`config.mk`:
```
export PLATFORM = sky130hd
export DESIGN_NAME = measurement_sequencer_limit_monitor
export DESIGN_NICKNAME = d
export VERILOG_FILES = /design/src/inc/mon_pkg.sv /design/src/hdl/limit_check.sv /design/src/hdl/measurement_sequencer_limit_monitor.sv /design/src/hdl/sample_averager.sv
export SDC_FILE = /design/constraint.sdc
export NUM_CORES = 1
export LEC_CHECK = 0
export CORE_ASPECT_RATIO = 2
export CORE_MARGIN = 2
export CORE_UTILIZATION = 30
export DETAILED_ROUTE_END_ITERATION = 10
export DONT_BUFFER_PORTS = 1
export PLACE_DENSITY = 0.45
export SYNTH_ARGS = -nofsm -noshare
export SYNTH_HDL_FRONTEND = slang
export SYNTH_SLANG_ARGS = --single-unit
export TNS_END_PERCENT = 1
```
`constraint.sdc`:
```
create_clock -name CLOCK_IN -period 16.35 [get_ports CLOCK_IN]
set_input_delay 0.8175 -clock CLOCK_IN [delete_from_list [all_inputs] [get_ports CLOCK_IN]]
set_output_delay 0.8175 -clock CLOCK_IN [all_outputs]
set_load 0.01 [all_outputs]
```
`src/inc/mon_pkg.sv`:
```
// Shared constants and types for the measurement sequencer and limit monitor
package mon_pkg;
  // ****************************************************
  // Widths and counts
  // ****************************************************
  localparam int VAL_W   = 10;
  localparam int LIM_W   = 8;
  localparam int NUM_CH  = 6;
  localparam int AVG_LOG = 4;

  // ****************************************************
  // Register addresses
  // ****************************************************
  localparam logic [7:0] A_FLAGS1  = 8'h00;
  localparam logic [7:0] A_FLAGS2  = 8'h01;
  localparam logic [7:0] A_LSB_A   = 8'h03;
  localparam logic [7:0] A_LSB_B   = 8'h04;
  localparam logic [7:0] A_MSB_VDD = 8'h06;
  localparam logic [7:0] A_CTRL1   = 8'h18;
  localparam logic [7:0] A_CTRL2   = 8'h19;
  localparam logic [7:0] A_CTRL3   = 8'h1A;
  localparam logic [7:0] A_MASK1   = 8'h1D;
  localparam logic [7:0] A_MASK2   = 8'h1E;
  localparam logic [7:0] A_OFS_INT = 8'h1F;
  localparam logic [7:0] A_OFS_EXT = 8'h20;
  // Upper limit at base, lower limit at base plus one
  localparam logic [7:0] LIM_BASE   [NUM_CH] = '{8'h23, 8'h25, 8'h27, 8'h2B, 8'h2D, 8'h2F};
  localparam logic [7:0] LIM_HI_RST [NUM_CH] = '{8'hC7, 8'h64, 8'hFF, 8'hFF, 8'hFF, 8'hFF};
  localparam logic [7:0] LIM_LO_RST [NUM_CH] = '{8'h62, 8'hC9, 8'h00, 8'h00, 8'h00, 8'h00};
  localparam logic [7:0] REG_RST    = 8'h00;

  // ****************************************************
  // Control bit positions
  // ****************************************************
  localparam int C1_CONV_EN   = 0;
  localparam int C1_AIN12     = 2;
  localparam int C1_POL       = 3;
  localparam int C2_SINGLE    = 4;
  localparam int C2_AVG_OFF   = 5;
  localparam int C3_INPUT_EXTREF = 4;

  // ****************************************************
  // Channels
  // ****************************************************
  localparam logic [2:0] CH_VDD  = 3'h0;
  localparam logic [2:0] CH_INT  = 3'h1;
  localparam logic [2:0] CH_EXT  = 3'h2;
  localparam logic [2:0] CH_AIN2 = 3'h3;
  localparam logic [2:0] CH_AIN3 = 3'h4;
  localparam logic [2:0] CH_AIN4 = 3'h5;

  typedef enum logic [3:0] {
    ST_IDLE  = 4'h1,
    ST_START = 4'h2,
    ST_WAIT  = 4'h4,
    ST_STORE = 4'h8
  } seq_state_t;

  typedef struct packed {
    logic [LIM_W-1:0] hi;
    logic [LIM_W-1:0] lo;
  } limit_pair_t;
endpackage

```
`src/hdl/limit_check.sv`:
```
// Compares the upper bits of a result against an upper and a lower limit
`timescale 1ns/1ps
module limit_check #(
  parameter int W  = 10,
  parameter int LW = 8
) (
  input  wire logic                 signed_in,
  input  wire logic [W-1:0]         value_in,
  input  wire mon_pkg::limit_pair_t limits_in,
  output logic                      out_of_limit_out
);
  logic [LW-1:0] top;
  logic          above;
  logic          below;

  assign top = value_in[W-1 -: LW];

  always_comb begin
    if (signed_in) begin
      above = $signed(top) > $signed(limits_in.hi);
      below = $signed(top) <= $signed(limits_in.lo);
    end else begin
      above = top > limits_in.hi;
      below = top <= limits_in.lo;
    end
    out_of_limit_out = above || below;
  end
endmodule

```
`src/hdl/measurement_sequencer_limit_monitor.sv`:
```
// Measurement sequencer, result registers and limit monitor
// What this block does
// - After reset: cyclic mode selected, conversions disabled.
// - Conversion enable bit starts measuring; cleared means no conversion.
// - Cyclic order: supply, internal temp, external temp or inputs, input 3, input 4.
// - After input 4 the cycle wraps to supply by itself.
// - Single-channel bit at 0x19 stops cycling, converts the selected channel only.
// - Selection zero is supply, selection one is internal temperature.
// - Single-channel conversions follow back to back with no gap.
// - Serial access aborts the conversion; it resumes when access ends.
// - Internal temperature offset register is added before storing.
// - Temperature results are 10-bit twos complement.
// - Sixteen raw temperature samples are averaged per stored result.
// - One temperature step is a quarter degree.
// - Negative temperature codes follow twos complement, minus forty is 0x360.
// - Flag when result is above upper limit or at or below lower limit.
// - Limits are 8 bits, results are 10 bits.
// - Unmasked out-of-limit results set flags in registers 0x00 and 0x01.
// - Any active flag drives the interrupt pin to the chosen polarity.
// - Reference amplifier powered only while monitoring is enabled.
// - Supply and temperature conversions always use the internal reference.
// - Supply low bits go to 0x03, upper bits to 0x06.
// - Reading a low-bits register freezes its upper-bits registers until one is read.
`timescale 1ns/1ps
module measurement_sequencer_limit_monitor (
  input  wire logic       CLOCK_IN,
  input  wire logic       RST_IN,
  input  wire logic [7:0] REG_ADDR_IN,
  input  wire logic [7:0] REG_WDATA_IN,
  input  wire logic       REG_WR_IN,
  input  wire logic       REG_RD_IN,
  output logic      [7:0] REG_RDATA_OUT,
  input  wire logic       SERIAL_BUSY_IN,
  output logic            CONV_START_OUT,
  output logic      [2:0] CONV_CHANNEL_OUT,
  output logic            USE_INT_REF_OUT,
  output logic            REF_AMP_ON_OUT,
  input  wire logic       CONV_DONE_IN,
  input  wire logic [9:0] CONV_DATA_IN,
  output logic            INT_OUT
);
  // ****************************************************
  // Declarations
  // ****************************************************
  mon_pkg::seq_state_t  state;
  mon_pkg::seq_state_t  next_state;
  logic [2:0]           cur_ch;
  logic [2:0]           next_ch;
  logic [2:0]           sel_ch;
  logic [9:0]           raw;
  logic [9:0]           next_raw;
  logic [9:0]           store_val;
  logic [9:0]           avg_mean;
  logic                 start;
  logic                 next_start;
  logic                 int_ref;
  logic                 next_int_ref;
  logic                 amp_on;
  logic                 avg_add;
  logic                 avg_clear;
  logic                 avg_last;
  logic                 avg_active;
  logic                 is_temp;
  logic                 conv_en;
  logic                 single;
  logic                 ain12;
  logic                 oor;
  logic                 store;
  mon_pkg::limit_pair_t cur_lim;
  logic [7:0]           ctrl1, ctrl2, ctrl3, mask1, mask2, ofs_int, ofs_ext;
  logic [7:0]           next_ctrl1, next_ctrl2, next_ctrl3;
  logic [7:0]           next_mask1, next_mask2, next_ofs_int, next_ofs_ext;
  logic [7:0]           lim_hi [mon_pkg::NUM_CH];
  logic [7:0]           lim_lo [mon_pkg::NUM_CH];
  logic [7:0]           next_lim_hi [mon_pkg::NUM_CH];
  logic [7:0]           next_lim_lo [mon_pkg::NUM_CH];
  logic [7:0]           msb_val [mon_pkg::NUM_CH];
  logic [7:0]           next_msb_val [mon_pkg::NUM_CH];
  logic [1:0]           lsb_val [mon_pkg::NUM_CH];
  logic [1:0]           next_lsb_val [mon_pkg::NUM_CH];
  logic [5:0]           flags, next_flags, live, next_live, mask_vec;
  logic                 lock_a, lock_b, next_lock_a, next_lock_b;
  logic [7:0]           rdata, next_rdata;
  logic                 irq, next_irq;
  logic                 rd_msb_a, rd_msb_b;

  assign REG_RDATA_OUT    = rdata;
  assign CONV_START_OUT   = start;
  assign CONV_CHANNEL_OUT = cur_ch;
  assign USE_INT_REF_OUT  = int_ref;
  assign REF_AMP_ON_OUT   = amp_on;
  assign INT_OUT          = irq;

  // ****************************************************
  // Decoded controls
  // ****************************************************
  assign conv_en    = ctrl1[mon_pkg::C1_CONV_EN];
  assign ain12      = ctrl1[mon_pkg::C1_AIN12];
  assign single     = ctrl2[mon_pkg::C2_SINGLE];
  assign sel_ch     = (ctrl2[2:0] > mon_pkg::CH_AIN4) ? mon_pkg::CH_VDD : ctrl2[2:0];
  assign is_temp    = (cur_ch == mon_pkg::CH_INT) || (cur_ch == mon_pkg::CH_EXT && !ain12);
  assign avg_active = is_temp && !ctrl2[mon_pkg::C2_AVG_OFF];
  assign store      = (state == mon_pkg::ST_STORE);
  assign mask_vec   = {mask1[4:0], mask2[0]};
  assign cur_lim    = '{hi: lim_hi[cur_ch], lo: lim_lo[cur_ch]};

  // Offset added before storing the temperature result
  always_comb begin
    store_val = raw;
    if (cur_ch == mon_pkg::CH_INT) begin
      store_val = raw + {{2{ofs_int[7]}}, ofs_int};
    end else if (is_temp) begin
      store_val = raw + {{2{ofs_ext[7]}}, ofs_ext};
    end
  end

  sample_averager #(.W(mon_pkg::VAL_W), .LOG_N(mon_pkg::AVG_LOG)) u_avg (
    .clk_in    (CLOCK_IN),
    .rst_in    (RST_IN),
    .clear_in  (avg_clear),
    .add_in    (avg_add),
    .sample_in (CONV_DATA_IN),
    .last_out  (avg_last),
    .mean_out  (avg_mean)
  );

  limit_check #(.W(mon_pkg::VAL_W), .LW(mon_pkg::LIM_W)) u_lim (
    .signed_in        (is_temp),
    .value_in         (store_val),
    .limits_in        (cur_lim),
    .out_of_limit_out (oor)
  );

  // ****************************************************
  // Sequencer
  // ****************************************************
  always_comb begin
    next_state = state;
    next_ch    = cur_ch;
    next_raw   = raw;
    avg_add    = 1'b0;
    avg_clear  = 1'b0;
    case (state)
      mon_pkg::ST_IDLE: begin
        avg_clear = 1'b1;
        if (single) next_ch = sel_ch;
        next_state = mon_pkg::ST_START;
      end
      mon_pkg::ST_START: next_state = mon_pkg::ST_WAIT;
      mon_pkg::ST_WAIT: begin
        if (CONV_DONE_IN) begin
          avg_add    = avg_active;
          next_raw   = avg_active ? avg_mean : CONV_DATA_IN;
          next_state = (avg_active && !avg_last) ? mon_pkg::ST_START : mon_pkg::ST_STORE;
        end
      end
      mon_pkg::ST_STORE: begin
        avg_clear  = 1'b1;
        next_state = mon_pkg::ST_START;
        if (single) begin
          next_ch = sel_ch;
        end else begin
          case (cur_ch)
            mon_pkg::CH_VDD:  next_ch = mon_pkg::CH_INT;
            mon_pkg::CH_INT:  next_ch = mon_pkg::CH_EXT;
            mon_pkg::CH_EXT:  next_ch = ain12 ? mon_pkg::CH_AIN2 : mon_pkg::CH_AIN3;
            mon_pkg::CH_AIN2: next_ch = mon_pkg::CH_AIN3;
            mon_pkg::CH_AIN3: next_ch = mon_pkg::CH_AIN4;
            default:          next_ch = mon_pkg::CH_VDD;
          endcase
        end
      end
      default: next_state = mon_pkg::ST_IDLE;
    endcase
    if (!conv_en || SERIAL_BUSY_IN) next_state = mon_pkg::ST_IDLE;
    next_start   = (next_state == mon_pkg::ST_START);
    next_int_ref = (next_ch <= mon_pkg::CH_EXT) || !ctrl3[mon_pkg::C3_INPUT_EXTREF];
  end

  always_ff @(posedge CLOCK_IN or posedge RST_IN) begin
    if (RST_IN) begin
      state   <= mon_pkg::ST_IDLE;
      cur_ch  <= mon_pkg::CH_VDD;
      raw     <= '0;
      start   <= 1'b0;
      int_ref <= 1'b1;
      amp_on  <= 1'b0;
    end else begin
      state   <= next_state;
      cur_ch  <= next_ch;
      raw     <= next_raw;
      start   <= next_start;
      int_ref <= next_int_ref;
      amp_on  <= conv_en;
    end
  end

  // ****************************************************
  // Register file
  // ****************************************************
  assign rd_msb_a = REG_RD_IN && (REG_ADDR_IN == mon_pkg::A_MSB_VDD
                    || REG_ADDR_IN == mon_pkg::A_MSB_VDD + 8'h01);
  assign rd_msb_b = REG_RD_IN && (REG_ADDR_IN >= mon_pkg::A_MSB_VDD + 8'h02)
                    && (REG_ADDR_IN <= mon_pkg::A_MSB_VDD + 8'h05);

  always_comb begin
    next_ctrl1   = ctrl1;
    next_ctrl2   = ctrl2;
    next_ctrl3   = ctrl3;
    next_mask1   = mask1;
    next_mask2   = mask2;
    next_ofs_int = ofs_int;
    next_ofs_ext = ofs_ext;
    next_lim_hi  = lim_hi;
    next_lim_lo  = lim_lo;
    next_msb_val = msb_val;
    next_lsb_val = lsb_val;
    next_flags   = flags;
    next_live    = live;
    next_rdata   = rdata;
    next_lock_a  = lock_a;
    next_lock_b  = lock_b;
    if (REG_WR_IN) begin
      case (REG_ADDR_IN)
        mon_pkg::A_CTRL1:   next_ctrl1 = REG_WDATA_IN;
        mon_pkg::A_CTRL2:   next_ctrl2 = REG_WDATA_IN;
        mon_pkg::A_CTRL3:   next_ctrl3 = REG_WDATA_IN;
        mon_pkg::A_MASK1:   next_mask1 = REG_WDATA_IN;
        mon_pkg::A_MASK2:   next_mask2 = REG_WDATA_IN;
        mon_pkg::A_OFS_INT: next_ofs_int = REG_WDATA_IN;
        mon_pkg::A_OFS_EXT: next_ofs_ext = REG_WDATA_IN;
        default:            next_ctrl1 = ctrl1;
      endcase
      for (int i = 0; i < mon_pkg::NUM_CH; i++) begin
        if (REG_ADDR_IN == mon_pkg::LIM_BASE[i]) next_lim_hi[i] = REG_WDATA_IN;
        if (REG_ADDR_IN == mon_pkg::LIM_BASE[i] + 8'h01) next_lim_lo[i] = REG_WDATA_IN;
      end
    end
    if (REG_RD_IN) begin
      next_rdata = mon_pkg::REG_RST;
      case (REG_ADDR_IN)
        mon_pkg::A_FLAGS1: begin
          next_rdata = {3'h0, flags[5:1]};
          next_flags[5:1] = flags[5:1] & live[5:1];
        end
        mon_pkg::A_FLAGS2: begin
          next_rdata = {7'h00, flags[0]};
          next_flags[0] = flags[0] & live[0];
        end
        mon_pkg::A_LSB_A: begin
          next_rdata = {4'h0, lsb_val[1], lsb_val[0]};
          next_lock_a = 1'b1;
        end
        mon_pkg::A_LSB_B: begin
          next_rdata = {lsb_val[5], lsb_val[4], lsb_val[3], lsb_val[2]};
          next_lock_b = 1'b1;
        end
        mon_pkg::A_CTRL1:   next_rdata = ctrl1;
        mon_pkg::A_CTRL2:   next_rdata = ctrl2;
        mon_pkg::A_CTRL3:   next_rdata = ctrl3;
        mon_pkg::A_MASK1:   next_rdata = mask1;
        mon_pkg::A_MASK2:   next_rdata = mask2;
        mon_pkg::A_OFS_INT: next_rdata = ofs_int;
        mon_pkg::A_OFS_EXT: next_rdata = ofs_ext;
        default:            next_rdata = mon_pkg::REG_RST;
      endcase
      for (int i = 0; i < mon_pkg::NUM_CH; i++) begin
        if (REG_ADDR_IN == mon_pkg::A_MSB_VDD + 8'(i)) next_rdata = msb_val[i];
        if (REG_ADDR_IN == mon_pkg::LIM_BASE[i]) next_rdata = lim_hi[i];
        if (REG_ADDR_IN == mon_pkg::LIM_BASE[i] + 8'h01) next_rdata = lim_lo[i];
      end
      if (rd_msb_a) next_lock_a = 1'b0;
      if (rd_msb_b) next_lock_b = 1'b0;
    end
    if (store) begin
      next_lsb_val[cur_ch] = store_val[1:0];
      if (!((cur_ch <= mon_pkg::CH_INT) ? lock_a : lock_b)) begin
        next_msb_val[cur_ch] = store_val[9:2];
      end
      next_live[cur_ch] = oor;
      if (oor && !mask_vec[cur_ch]) next_flags[cur_ch] = 1'b1;
    end
    next_irq = (|flags) ? ctrl1[mon_pkg::C1_POL] : !ctrl1[mon_pkg::C1_POL];
  end

  always_ff @(posedge CLOCK_IN or posedge RST_IN) begin
    if (RST_IN) begin
      ctrl1   <= mon_pkg::REG_RST;
      ctrl2   <= mon_pkg::REG_RST;
      ctrl3   <= mon_pkg::REG_RST;
      mask1   <= mon_pkg::REG_RST;
      mask2   <= mon_pkg::REG_RST;
      ofs_int <= mon_pkg::REG_RST;
      ofs_ext <= mon_pkg::REG_RST;
      for (int i = 0; i < mon_pkg::NUM_CH; i++) begin
        lim_hi[i]  <= mon_pkg::LIM_HI_RST[i];
        lim_lo[i]  <= mon_pkg::LIM_LO_RST[i];
        msb_val[i] <= mon_pkg::REG_RST;
        lsb_val[i] <= 2'h0;
      end
      flags  <= '0;
      live   <= '0;
      rdata  <= mon_pkg::REG_RST;
      lock_a <= 1'b0;
      lock_b <= 1'b0;
      irq    <= 1'b0;
    end else begin
      ctrl1   <= next_ctrl1;
      ctrl2   <= next_ctrl2;
      ctrl3   <= next_ctrl3;
      mask1   <= next_mask1;
      mask2   <= next_mask2;
      ofs_int <= next_ofs_int;
      ofs_ext <= next_ofs_ext;
      lim_hi  <= next_lim_hi;
      lim_lo  <= next_lim_lo;
      msb_val <= next_msb_val;
      lsb_val <= next_lsb_val;
      flags   <= next_flags;
      live    <= next_live;
      rdata   <= next_rdata;
      lock_a  <= next_lock_a;
      lock_b  <= next_lock_b;
      irq     <= next_irq;
    end
  end
endmodule

```
`src/hdl/sample_averager.sv`:
```
// Running sum of signed samples, yields the mean of each group of 2**LOG_N
`timescale 1ns/1ps
module sample_averager #(
  parameter int W     = 10,
  parameter int LOG_N = 4
) (
  input  wire logic                clk_in,
  input  wire logic                rst_in,
  input  wire logic                clear_in,
  input  wire logic                add_in,
  input  wire logic signed [W-1:0] sample_in,
  output logic                     last_out,
  output logic [W-1:0]             mean_out
);
  logic signed [W+LOG_N-1:0] sum;
  logic signed [W+LOG_N-1:0] next_sum;
  logic signed [W+LOG_N-1:0] total;
  logic [LOG_N-1:0]          cnt;
  logic [LOG_N-1:0]          next_cnt;

  assign last_out = &cnt;
  assign mean_out = total[W+LOG_N-1:LOG_N];

  always_comb begin
    total    = sum + (W+LOG_N)'(sample_in);
    next_sum = sum;
    next_cnt = cnt;
    if (clear_in || (add_in && last_out)) begin
      next_sum = '0;
      next_cnt = '0;
    end else if (add_in) begin
      next_sum = total;
      next_cnt = cnt + 1'b1;
    end
  end

  always_ff @(posedge clk_in or posedge rst_in) begin
    if (rst_in) begin
      sum <= '0;
      cnt <= '0;
    end else begin
      sum <= next_sum;
      cnt <= next_cnt;
    end
  end
endmodule

```
==> flow_summary.yaml <==
worst_setup_path:
  slowest_stage: "sky130_fd_sc_hd__xnor2_1"
  cp_num_buf_inv: 1
  worst-setup-path-type: "reg2reg"
  crit_path_max_incr_delay_ns: 0.54
  worst-endpoint-required_ns: 16.84
  crit_end_element: "flip-flop"
  worstPathCellList: "ha_1, a21oi_1, o211ai_1, o41ai_1, o21ai_0, xnor2_1, o22ai_1, xnor2_1, inv_1, ha_1, or3b_1, o211ai_1, a221o_1, o221ai_1, o31ai_1"
  critPathTopFamily: "compound AO/OA/AOI/OAI gates"
  critical_path_peak_fanout: 7
  arrival_ns: 5.22
  worst_setup_path_start_kind: "flip-flop"
sta:
  setup_total_negative_slack_ns: 0
  max_freq_ghz: 0.211
  slew_violations: 0
  layout_worst_path_cycle_share: 0.289
  timing.final.setup_violations: 0
  setup_repair_after_global_routing_missed_its_margin: "no"
  clock_skew_ns: 0.0140
  finalHoldWorstSlack_ns: 0.221
  timing.final.hold_violations: 0
  worst_slew_pin_slew_ns: 1.17
  slew_headroom: 0.222
  period_minus_slack_ns: 4.73
global_route:
  global_route.overflow_total: 0
  grt_start_max_net_pins: 154
  first_pass_grt_wire_length_um: 95000
  total_global_routing_track_utilization: 0.256
  first_global_vias: 12634
  antenna_found_initial: 2
route:
  route.detailed.vias_per_inst: 5.86
  firstDrtPassIters: 6
  routed-via-count: 12114
  route.detailed.drc: 0
  remaining_antenna_violation_count: 0
  drt-wirelength-per-cell_um: 32.6
  detailedRoute.firstIterationViolations: 993
  wirelength_um: 67300
finish:
  area_delta_synth_final_pct: 11.0
  layout.nets: 1472
  finish.instance_area_um2: 17000
  final_layout_size_suffix_gt1_frac: 0.254
worst_hold_path:
  holdCritPathClass: "in2async"
power_and_ir_drop:
  intPower_mw: 1.17
  switching_power_mw: 0.429
  p_per_area_nw_per_um2: 94.2
  power.share.clock: 0.450
  power_switching_share: 0.268
  irDropWorstVdd_mv: 0.0605
  comb_power_share: 0.092
  power.leakage_nw: 7.36
  seq_power_share: 0.457
clocking:
  cts.repair.resized: 0
  clock_tree_from_tritoncts: "yes"
  numClockSinks: 273
  cts_inserted_buffers: 28
  ctsRootBufferMaster: "sky130_fd_sc_hd__clkbuf_16"
  htreeDepth: 1
  cts_hold_repair.buffers: 0
  cts_setup_buffers: 0
  worst_setup_hold_path_clk_slew_ns: 0.07
  clk-insertion-delay-late_ns: 0.59
  clock_path_buffers: 3
place:
  instance_area_after_placement_um2: 16000
  numPortBuffers: 0
  place.gp.congestion: 0.994
  dp_hpwl_um: 50700
logic_synthesis:
  synth_seq_cells: 273
  netlist.top_cell.by_area: "sky130_fd_sc_hd__dfrtp_1"
  netlist_area_um2: 15300
  postSynth.asyncResetShare: 1.00
  ys_seq_area_frac: 0.450
  netlist_instances: 1419
  yosys_most_used_dff: "sky130_fd_sc_hd__dfrtp_1"
  mappedNetlistNets: 1502
  synth_edf_count: 0
  synth_largest_type_area_fraction: 0.366
  library_cells_used_by_synthesis: 80
  ys_warn_count: 0
  postSynthAreaPerCell_um2: 10.8
  cells_taking_the_most_area_after_synthesis: "sky130_fd_sc_hd__dfrtp_1 (37%), sky130_fd_sc_hd__mux2_2 (16%), sky130_fd_sc_hd__dfstp_2 (8.4%), sky130_fd_sc_hd__ha_1 (3.9%), sky130_fd_sc_hd__o21ai_0 (2.7%)"
floorplan:
  floorplan.die.height_um: 324
  start_util: 0.303
  die_width_um: 164
  floorplan.io_pins: 47
  floorplan.rows: 117
  dieArea_um2: 53000
  design.core.area_um2: 50700
run:
  drv_cap: 0
status:
  status: "complete, no violations"
cells in the mapped netlist, types with 15 or more instances:
library cell and number:
sky130_fd_sc_hd__dfrtp_1 224, sky130_fd_sc_hd__mux2_2 214, sky130_fd_sc_hd__nand2_1 94, sky130_fd_sc_hd__nor2_1 89
sky130_fd_sc_hd__o21ai_0 82, sky130_fd_sc_hd__a21oi_1 72, sky130_fd_sc_hd__clkbuf_1 49, sky130_fd_sc_hd__dfstp_2 49
sky130_fd_sc_hd__ha_1 48, sky130_fd_sc_hd__nand3_1 41, sky130_fd_sc_hd__mux2i_1 38, sky130_fd_sc_hd__nor3_1 28
sky130_fd_sc_hd__a22o_1 23, sky130_fd_sc_hd__xnor2_1 21, sky130_fd_sc_hd__inv_1 20, sky130_fd_sc_hd__a22oi_1 19
sky130_fd_sc_hd__buf_2 15, sky130_fd_sc_hd__nand2b_1 15, sky130_fd_sc_hd__o22ai_1 15
layer usage:
layer,share of wire,GRT usage
met1,0.31,0.239
met5,0,0
met4,0.12,0.242
met2,0.53,0.471
met3,0.044,0.0315
metrics by stage:
step	setup WS (ns)	power [mW]	util	instances
after detailed placement	11.63	0.891	0.316	2013
after floorplan	8.09	0.837	-	1419
after global routing	11.14	1.65	0.336	2065
final	11.62	1.60	0.336	2066
after CTS	11.64	1.62	0.336	2065
after global placement	11.77	0.889	0.316	2013
layout make-up:
class                      instances  area [um^2]
antenna                            1         2.50
timing repair buffer              20          163
inverter                          20         82.6
clock buffer                      39          823
tap                              654          818
sequential                       273         6890
multi-input combinational       1046         8040
fill                            5301        33600
clock inverter                    13          188
logic make-up (layout without fill, tap and decap cells):
kind of cell,after synthesis,in the layout,share of synthesized area
other,0,1,0
and+or+nand+nor,342,342,0.110
xor gates and xnor gates,33,33,0.0189
adders and majority gates,51,51,0.0431
AOI/OAI and AO/OA,362,362,0.161
buffers and inverters,100,92,0.0267
DFF,273,273,0.450
muxes,258,258,0.191
sequential cells by signal, indices dropped and copies added (netlist names), 3 cells and up:
register          count
lim_hi               48
lim_lo               48
msb_val              48
u_avg.sum            14
lsb_val              12
raw                  10
REG_RDATA_OUT         8
ctrl1                 8
ctrl2                 8
ctrl3                 8
mask1                 8
mask2                 8
ofs_ext               8
ofs_int               8
flags                 6
live                  6
state                 4
u_avg.cnt             4
CONV_CHANNEL_OUT      3
final timing paths:
check	startpoint	endpoint	slack (ns)	cells past startpoint
min in group CLOCK_IN	REG_RD_IN	REG_RDATA_OUT[2]	0.31	1
max in group asynchronous	RST_IN	lim_lo[26]	14.75	2
min reg2reg	lsb_val[5]	lsb_val[5]	0.48	2
max	raw[1]	flags[4]	11.62	15
max reg2reg	raw[1]	flags[4]	11.62	15
min	RST_IN	u_avg.sum[2]	0.22	1
power groups by stage:
| stage | combinational (mW) | sequential (mW) | clock, mW |
|---|---|---|---|
| final | 0.148 | 0.733 | 0.721 |
| after global routing | 0.161 | 0.733 | 0.759 |
| after CTS | 0.147 | 0.732 | 0.736 |
| after detailed placement | 0.147 | 0.744 | 0 |
| after global placement | 0.146 | 0.743 | 0 |
| after floorplan | 0.111 | 0.725 | 0 |
layout by cell type, fill, tap and decap left out, types with 9 or more instances in the layout:
| cell | instances |
|---|---|
| sky130_fd_sc_hd__a211oi_1 | 9 |
| sky130_fd_sc_hd__a21o_1 | 11 |
| sky130_fd_sc_hd__a21oi_1 | 72 |
| sky130_fd_sc_hd__a221oi_1 | 14 |
| sky130_fd_sc_hd__a222oi_1 | 12 |
| sky130_fd_sc_hd__a22o_1 | 23 |
| sky130_fd_sc_hd__a22oi_1 | 19 |
| sky130_fd_sc_hd__a31oi_1 | 13 |
| sky130_fd_sc_hd__buf_4 | 19 |
| sky130_fd_sc_hd__clkbuf_16 | 29 |
| sky130_fd_sc_hd__dfrtp_1 | 223 |
| sky130_fd_sc_hd__dfstp_2 | 49 |
| sky130_fd_sc_hd__ha_1 | 48 |
| sky130_fd_sc_hd__inv_1 | 19 |
| sky130_fd_sc_hd__mux2_2 | 214 |
| sky130_fd_sc_hd__mux2i_1 | 38 |
| sky130_fd_sc_hd__nand2_1 | 94 |
| sky130_fd_sc_hd__nand2b_1 | 15 |
| sky130_fd_sc_hd__nand3_1 | 41 |
| sky130_fd_sc_hd__nor2_1 | 89 |
| sky130_fd_sc_hd__nor2b_1 | 12 |
| sky130_fd_sc_hd__nor3_1 | 28 |
| sky130_fd_sc_hd__o211ai_1 | 11 |
| sky130_fd_sc_hd__o21a_1 | 9 |
| sky130_fd_sc_hd__o21ai_0 | 82 |
| sky130_fd_sc_hd__o221ai_1 | 13 |
| sky130_fd_sc_hd__o22ai_1 | 15 |
| sky130_fd_sc_hd__or3_1 | 10 |
| sky130_fd_sc_hd__xnor2_1 | 21 |
| sky130_fd_sc_hd__xor2_1 | 12 |
No activity file was read; power rests on OpenSTA's default activity.
